==> src/strap_config_regs.vh <==
// Purpose: Constants for the reset strap configuration latch
// Assumes: Straps sampled on eight low data-bus inputs
// Notes:   Bit positions and encodings of the captured strap byte
`ifndef STRAP_CONFIG_REGS_VH
`define STRAP_CONFIG_REGS_VH

`define STRAP_WIDTH          8
`define STRAP_RESET_VALUE    8'h00
`define STRAP_ACK_BIT        7
`define STRAP_SIZE_HI        6
`define STRAP_SIZE_LO        5
`define STRAP_ADDR_CFG_BIT   4
`define STRAP_BYTE_LANE_BIT  3
`define STRAP_DIV_HI         2
`define STRAP_DIV_LO         0

`define SIZE_CODE_32BIT      2'h0
`define SIZE_CODE_8BIT       2'h1
`define PORT_WIDTH_32        2'h0
`define PORT_WIDTH_8         2'h1
`define PORT_WIDTH_16        2'h2

`define DIV_CODE_X3          3'h3
`define DIV_CODE_X4          3'h4
`define DIV_CODE_X5          3'h5
`define DIV_CODE_X6          3'h6
`define MULT_X3              3'h3
`define MULT_X4              3'h4
`define MULT_X5              3'h5
`define MULT_X6              3'h6
`define MULT_NONE            3'h0

`define ACK_WAIT_STATES      4'hf
`define ACK_WAIT_NONE        4'h0

`define FLAG_RESET_VALUE     1'b0
`define CODE_RESET_VALUE     3'h0
`define PIN_INPUT_RESET      1'b1
`define RESERVED_RESET       1'b1
`define BOOT_ONLY_RESET      1'b1

`define REV_FIELD_HI         19
`define REV_FIELD_LO         16
`define WORD_RESET_VALUE     32'h00000000

`endif

==> src/reset_strap_config_latch.v <==
// Purpose: Capture reset straps and present boot configuration and ID words
// Assumes: Straps are stable and synchronous to clk_i while reset is held
// Notes:   Identification words are parameters with arbitrary defaults
`timescale 1ns/1ps
`include "strap_config_regs.vh"

// Overview of operation
// - Sample the eight low data inputs on each edge while reset is held.
// - Low three captured bits, two to zero, form the clock ratio code; bits three up are not frequency.
// - Bit seven zero disables boot auto acknowledge; one enables with fifteen waits.
// - Bits six and five: 00 is 32-bit, 01 is 8-bit, 1x is 16-bit.
// - Bit four zero keeps parallel pins as inputs; one gives address and control functions.
// - Bit three zero strobes byte lanes on writes only; one on reads and writes.
// - Boot chip select alone is active until other selects become valid.
// - After reset release load CPU word into register zero, memory word into one.
// - CPU word carries the core revision number in its own field.
// - Ratio codes 011 to 110 give multipliers three to six; others reserved.
module reset_strap_config_latch #(
    parameter [31:0] CPU_ID_WORD = 32'h12340000, // Arbitrary value
    parameter [31:0] MEM_ID_WORD = 32'h56780000, // Arbitrary value
    parameter [3:0]  CORE_REV    = 4'h1          // Arbitrary value
) (
    // Clock and reset
    input  wire        clk_i,
    input  wire        rst_n_i,
    // Strap inputs
    input  wire [7:0]  data_strap_i,
    // Other chip selects made valid by software
    input  wire        other_cs_valid_i,
    // Boot configuration
    output wire        auto_acknowledge_o,
    output wire [3:0]  auto_ack_wait_states_o,
    output reg  [1:0]  boot_port_size_o,
    output wire        parallel_port_as_address_o,
    output wire        parallel_port_as_input_o,
    output wire        byte_lane_mode_select_o,
    output wire        byte_lane_on_reads_o,
    output wire [2:0]  clock_ratio_code_o,
    output reg  [2:0]  clock_multiplier_o,
    output wire        clock_ratio_reserved_o,
    output wire        boot_cs_only_o,
    // Identification words
    output reg  [31:0] data_reg0_o,
    output reg  [31:0] data_reg1_o,
    output reg         id_loaded_o
);

    localparam STRAP_W = `STRAP_WIDTH;

    // Run state and strobes
    reg                run_reg;
    wire               sample_en;
    wire               load_en;

    // Sampled straps, one flop per pin
    wire [STRAP_W-1:0] strap_sample;

    // Decoded configuration, next values
    reg                ack_next;
    reg  [3:0]         wait_next;
    reg  [1:0]         size_next;
    reg                addr_cfg_next;
    reg                as_input_next;
    reg                byte_lane_next;
    reg  [2:0]         code_next;
    reg  [2:0]         mult_next;
    reg                reserved_next;

    // Decoded configuration, held values
    reg                ack_reg;
    reg  [3:0]         wait_reg;
    reg                addr_cfg_reg;
    reg                as_input_reg;
    reg                byte_lane_reg;
    reg  [2:0]         code_reg;
    reg                reserved_reg;

    // Chip-select hand-over
    reg                boot_only_reg;
    reg                boot_only_next;

    // Identification words, next values
    reg  [31:0]        word0_next;
    reg  [31:0]        word1_next;

    // Low while reset is held and through the first edge after release
    always @(posedge clk_i or negedge rst_n_i) begin
        if (!rst_n_i) begin
            run_reg <= `FLAG_RESET_VALUE;
        end else begin
            run_reg <= 1'b1;
        end
    end

    assign sample_en = ~run_reg & ~rst_n_i;
    assign load_en   = ~run_reg;

    // No reset on these flops, or the last sample would be lost at release
    genvar g;
    generate
        for (g = 0; g < STRAP_W; g = g + 1) begin : g_strap
            reg bit_reg;
            always @(posedge clk_i) begin
                if (sample_en) begin
                    bit_reg <= data_strap_i[g];
                end
            end
            assign strap_sample[g] = bit_reg;
        end
    endgenerate

    always @* begin
        ack_next       = strap_sample[`STRAP_ACK_BIT];
        addr_cfg_next  = strap_sample[`STRAP_ADDR_CFG_BIT];
        as_input_next  = ~strap_sample[`STRAP_ADDR_CFG_BIT];
        byte_lane_next = strap_sample[`STRAP_BYTE_LANE_BIT];
        code_next      = strap_sample[`STRAP_DIV_HI:`STRAP_DIV_LO];
    end

    // Wait states only mean anything with auto acknowledge on
    always @* begin
        if (ack_next) begin
            wait_next = `ACK_WAIT_STATES;
        end else begin
            wait_next = `ACK_WAIT_NONE;
        end
    end

    always @* begin
        case (strap_sample[`STRAP_SIZE_HI:`STRAP_SIZE_LO])
            `SIZE_CODE_32BIT: begin
                size_next = `PORT_WIDTH_32;
            end
            `SIZE_CODE_8BIT: begin
                size_next = `PORT_WIDTH_8;
            end
            default: begin
                size_next = `PORT_WIDTH_16;
            end
        endcase
    end

    always @* begin
        case (code_next)
            `DIV_CODE_X3: begin
                mult_next = `MULT_X3;
            end
            `DIV_CODE_X4: begin
                mult_next = `MULT_X4;
            end
            `DIV_CODE_X5: begin
                mult_next = `MULT_X5;
            end
            `DIV_CODE_X6: begin
                mult_next = `MULT_X6;
            end
            default: begin
                mult_next = `MULT_NONE;
            end
        endcase
    end

    // Zero multiplier doubles as the reserved marker for the clock logic
    always @* begin
        reserved_next = (mult_next == `MULT_NONE);
    end

    // Loaded once at the first edge after release, then frozen until reset
    always @(posedge clk_i or negedge rst_n_i) begin
        if (!rst_n_i) begin
            ack_reg            <= `FLAG_RESET_VALUE;
            wait_reg           <= `ACK_WAIT_NONE;
            boot_port_size_o   <= `PORT_WIDTH_32;
            addr_cfg_reg       <= `FLAG_RESET_VALUE;
            as_input_reg       <= `PIN_INPUT_RESET;
            byte_lane_reg      <= `FLAG_RESET_VALUE;
            code_reg           <= `CODE_RESET_VALUE;
            clock_multiplier_o <= `MULT_NONE;
            reserved_reg       <= `RESERVED_RESET;
        end else if (load_en) begin
            ack_reg            <= ack_next;
            wait_reg           <= wait_next;
            boot_port_size_o   <= size_next;
            addr_cfg_reg       <= addr_cfg_next;
            as_input_reg       <= as_input_next;
            byte_lane_reg      <= byte_lane_next;
            code_reg           <= code_next;
            clock_multiplier_o <= mult_next;
            reserved_reg       <= reserved_next;
        end
    end

    assign auto_acknowledge_o         = ack_reg;
    assign auto_ack_wait_states_o     = wait_reg;
    assign parallel_port_as_address_o = addr_cfg_reg;
    assign parallel_port_as_input_o   = as_input_reg;
    assign byte_lane_mode_select_o    = byte_lane_reg;
    assign byte_lane_on_reads_o       = byte_lane_reg;
    assign clock_ratio_code_o         = code_reg;
    assign clock_ratio_reserved_o     = reserved_reg;

    // Sticky: once other selects are valid, only reset restores boot-only
    always @* begin
        boot_only_next = boot_only_reg & ~other_cs_valid_i;
    end

    always @(posedge clk_i or negedge rst_n_i) begin
        if (!rst_n_i) begin
            boot_only_reg <= `BOOT_ONLY_RESET;
        end else begin
            boot_only_reg <= boot_only_next;
        end
    end

    assign boot_cs_only_o = boot_only_reg;

    // Revision overlays the base word so one parameter tracks the core
    always @* begin
        word0_next                              = CPU_ID_WORD;
        word0_next[`REV_FIELD_HI:`REV_FIELD_LO] = CORE_REV;
        word1_next                              = MEM_ID_WORD;
    end

    always @(posedge clk_i or negedge rst_n_i) begin
        if (!rst_n_i) begin
            data_reg0_o <= `WORD_RESET_VALUE;
            data_reg1_o <= `WORD_RESET_VALUE;
            id_loaded_o <= `FLAG_RESET_VALUE;
        end else if (load_en) begin
            data_reg0_o <= word0_next;
            data_reg1_o <= word1_next;
            id_loaded_o <= 1'b1;
        end
    end

endmodule // reset_strap_config_latch

==> config.mk <==
export PLATFORM = sky130hd
export DESIGN_NAME = reset_strap_config_latch
export DESIGN_NICKNAME = d
export VERILOG_FILES = /design/src/reset_strap_config_latch.v
export VERILOG_INCLUDE_DIRS = /design/src
export SDC_FILE = /design/constraint.sdc
export NUM_CORES = 1
export LEC_CHECK = 0
export BUFFER_PORTS_ARGS = -buffer_cell sky130_fd_sc_hd__buf_2
export CAP_MARGIN = 20
export CORE_ASPECT_RATIO = 0.6
export CORE_MARGIN = 2
export CORE_UTILIZATION = 38
export CTS_CLUSTER_DIAMETER = 50
export DETAILED_ROUTE_END_ITERATION = 6
export PLACE_DENSITY = 0.77
export RECOVER_POWER = 25
export SYNTH_ARGS = -nofsm -noshare
export SYNTH_HDL_FRONTEND = slang
export SYNTH_SLANG_ARGS = --single-unit
==> constraint.sdc <==
create_clock -name clk_i -period 1.3 [get_ports clk_i]
set_input_delay 0.065 -clock clk_i [delete_from_list [all_inputs] [get_ports clk_i]]
set_output_delay 0.065 -clock clk_i [all_outputs]
set_load 0.02 [all_outputs]
==> metrics.md <==
| Metric | Value |
|---|---|
| Fin Setup TNS | 0 ns |
| Initial DRC Count | 19 |
| Routed Antenna Nets | 0 |
| Post-CTS setup buffers | 0 |
| Setup violators final | 0 |
| Final hold violation count | 0 |
| Net Sw Frac | 0.307 |
| Switch Pwr | 0.000510 W |
| First-pass GRT wire length | 2860 µm |
| Resized cells post-CTS | 0 |
| Class of the tightest hold or removal check | in -> async |
| R2R Setup Slk | 0.19 ns |
| Fraction of layout cells with a size suffix above 1 | 0.371 |
| Ports | 95 |
| Crit path from | rst_n_i |
| Clock Tree Buf Depth | 2 |
| Final wirelength | 1940 µm |
| Die area | 4300 µm² |
| CTS tree | yes |
| Die Span Y | 51.6 µm |
| CTS Sinks | 24 |
| Overflow after GRT | 0 |
| Crit path cell chain | dlygate4sd3_1, clkbuf_1, nor2_2 |
| Endpoint class of the critical path | flip-flop |
| Vias in the first global route | 613 |
| Capture point of the critical path | addr_cfg_next$_DFFE_PP_ |
| Worst path slowest cell | dlygate4sd3_1 |
| Unrepaired setup endpoints after global routing | no |
| Synth Warn # | 0 |
| Reg clk slew, reported paths | 0.08 ns |
| Vias per cell | 3.44 |
| Required @ worst endpoint | 1.22 ns |
| Status | finished, final reports clean |
| Reg-to-Reg Start | run_reg$_DFF_PN0_ |
| WHS | 0.430 ns |
| Yosys reg bits | 24 |
| H-tree Lvls | 1 |
| Layout area overhead | 5.85% |
| Port Buffers | 43 |
| Final Max Tran Viols | 0 |
| Netlist cell types | 20 |
| FF-to-FF End | addr_cfg_next$_DFFE_PP_ |
| Diode count | 0 |
| Initial antenna violation count | 0 |
| Detailed placement HPWL | 1590 µm |
| Worst clock skew | 0.00567 ns |
| CTS Hold Buffers Added | 10 |
| # DRC | 0 |
| Clock share of power | 0.258 |
| Leak | 0.772 nW |
| Max reg flops | 5 |
| Critical Path Start Type | primary input |
| Comb pwr share | 0.223 |
| Die width | 83.3 µm |
| Slowest stage delay, CP | 0.53 ns |
| Flop pwr share | 0.519 |
| Final Util | 0.417 |
| Avg Cell Area, Syn | 11.2 µm² |
| TritonCTS Buffers | 3 |
| Worst-Skew Late Latency | 0.26 ns |
| Power per cell area | 1090 nW/µm² |
| R2R depth | 1 |
| Layout Nets | 179 |
| DR pass1 iterations | 2 |
| Via count | 737 |
| Max frequency | 849 MHz |
| Synth Cell Area | 1430 µm² |
| Post-route cell area | 1520 µm² |
| DP Area | 1380 µm² |
| Total track usage | 0.0877 |
| Sequential share of the synthesized area | 0.449 |
| Core Area | 3640 µm² |
| Root buffer cell | clkbuf_8 |
| Initial Util | 0.394 |
| Setup CP Type | in -> reg |
| CP Max Fanout | 8 |
| GP Congestion | 0.739 |
| Synthesized instance count | 128 |
| Final min period | 1.18 ns |
| Layout fillers | 362 |
| Critical path arrival | 1.10 ns |
| Max_cap viols | 0 |
| Cell internal pwr | 0.00115 W |
| WL per Instance | 9.07 µm |
| Final period utilization | 0.907 |
| VDD IR max | 0.661 mV |
| Largest net degree at the start of global routing | 17 |
| # rows | 17 |
| Total power | 0.00166 W |
[logic make-up after synthesis]
family | after synthesis | synth area share
AO/OA/AOI/OAI | 7 | 0.0462
XOR/XNOR | 2 | 0.0122
buffers and inverters | 72 | 0.382
flip-flops | 24 | 0.449
multiplexers | 4 | 0.0419
other | 2 | 0.00524
AND/OR/NAND/NOR | 17 | 0.0628
[cells in the mapped netlist (all sizes together)]
master   n  share of area
a21o     1         0.0052
a221oi   1          0.010
a22o     1         0.0061
and4bb   1         0.0087
buf     71           0.38
conb     2         0.0052
dfrtp   13           0.23
dfstp    3          0.055
edfxtp   8           0.17
inv      1         0.0026
mux2     4          0.042
nand2    9          0.024
nand2b   4          0.017
nor2     1         0.0026
nor2b    2          0.010
o21ai    4          0.024
xnor2    2          0.012
[metal layers]
metal	up-vias	GRT usage	part of all wire
met5	-	0	0
met4	0	0.0164	0.0062
met3	2	0.0349	0.088
met2	39	0.137	0.46
met1	331	0.117	0.45
li1	365	-	-
[worst min-delay path by stage]
stage	startpoint	end	slack (ns)	cells after the start
after floorplan	rst_n_i	auto_ack_wait_states_o[2]$_DFFE_PN0N_	-0.23	0
after global placement	rst_n_i	auto_ack_wait_states_o[2]$_DFFE_PN0N_	0.07	2
after detailed placement	rst_n_i	auto_ack_wait_states_o[2]$_DFFE_PN0N_	0.07	2
after CTS	rst_n_i	clock_ratio_code_o[0]$_DFFE_PN0N_	0.33	3
after global routing	other_cs_valid_i	boot_cs_only_o$_DFF_PN1_	0.45	3
final	rst_n_i	clock_ratio_code_o[0]$_DFFE_PN0N_	0.43	3
[cell type report]
| cell class | instances | area, µm² | area share |
|---|---|---|---|
| flip-flops and latches | 24 | 644 | 0.425 |
| multi-input cells | 82 | 432 | 0.284 |
| repair buffers | 56 | 334 | 0.220 |
| well taps | 47 | 58.8 | 0.0387 |
| clock buffers | 3 | 41.3 | 0.0272 |
| clock inverters | 1 | 3.75 | 0.00247 |
| inverters | 1 | 3.75 | 0.00247 |
[power groups by stage]
stage	Combinational [W]	Sequential, W	Clock, W
after global routing	0.000397	0.000870	0.000481
after global placement	0.000345	0.000878	0
after detailed placement	0.000350	0.000879	0
final	0.000370	0.000862	0.000429
after floorplan	0.000358	0.000919	0
after CTS	0.000373	0.000864	0.000442
[per-stage QoR]
step | setup WS [ns] | std cells
2_1_floorplan | 0.0526 | 178
3_3_place_gp | 0.235 | 200
3_5_place_dp | 0.192 | 200
4_1_cts | 0.105 | 214
5_1_grt | 0.0897 | 214
6_report | 0.122 | 214
[cells in the final DEF (no fill, tap or decap), drive strengths merged]
cell type    Yosys  final
conb             2     52
buf             71     44
dfrtp           13     13
dlygate4sd3      0     10
nand2            9      9
edfxtp           8      8
clkbuf           0      5
mux2             4      4
nand2b           4      4
o21ai            4      4
dfstp            3      3
xnor2            2      2
nor2b            2      2
nor2             1      1
a22o             1      1
a21o             1      1
inv              1      1
and4bb           1      1
a221oi           1      1
clkinv           0      1
[critical path: cells and delay by family]
family                 cells  cell delay (ns)
and+or+nand+nor            1             0.37
buffers and inverters      2             0.66
No activity file was read; power rests on OpenSTA's default activity.
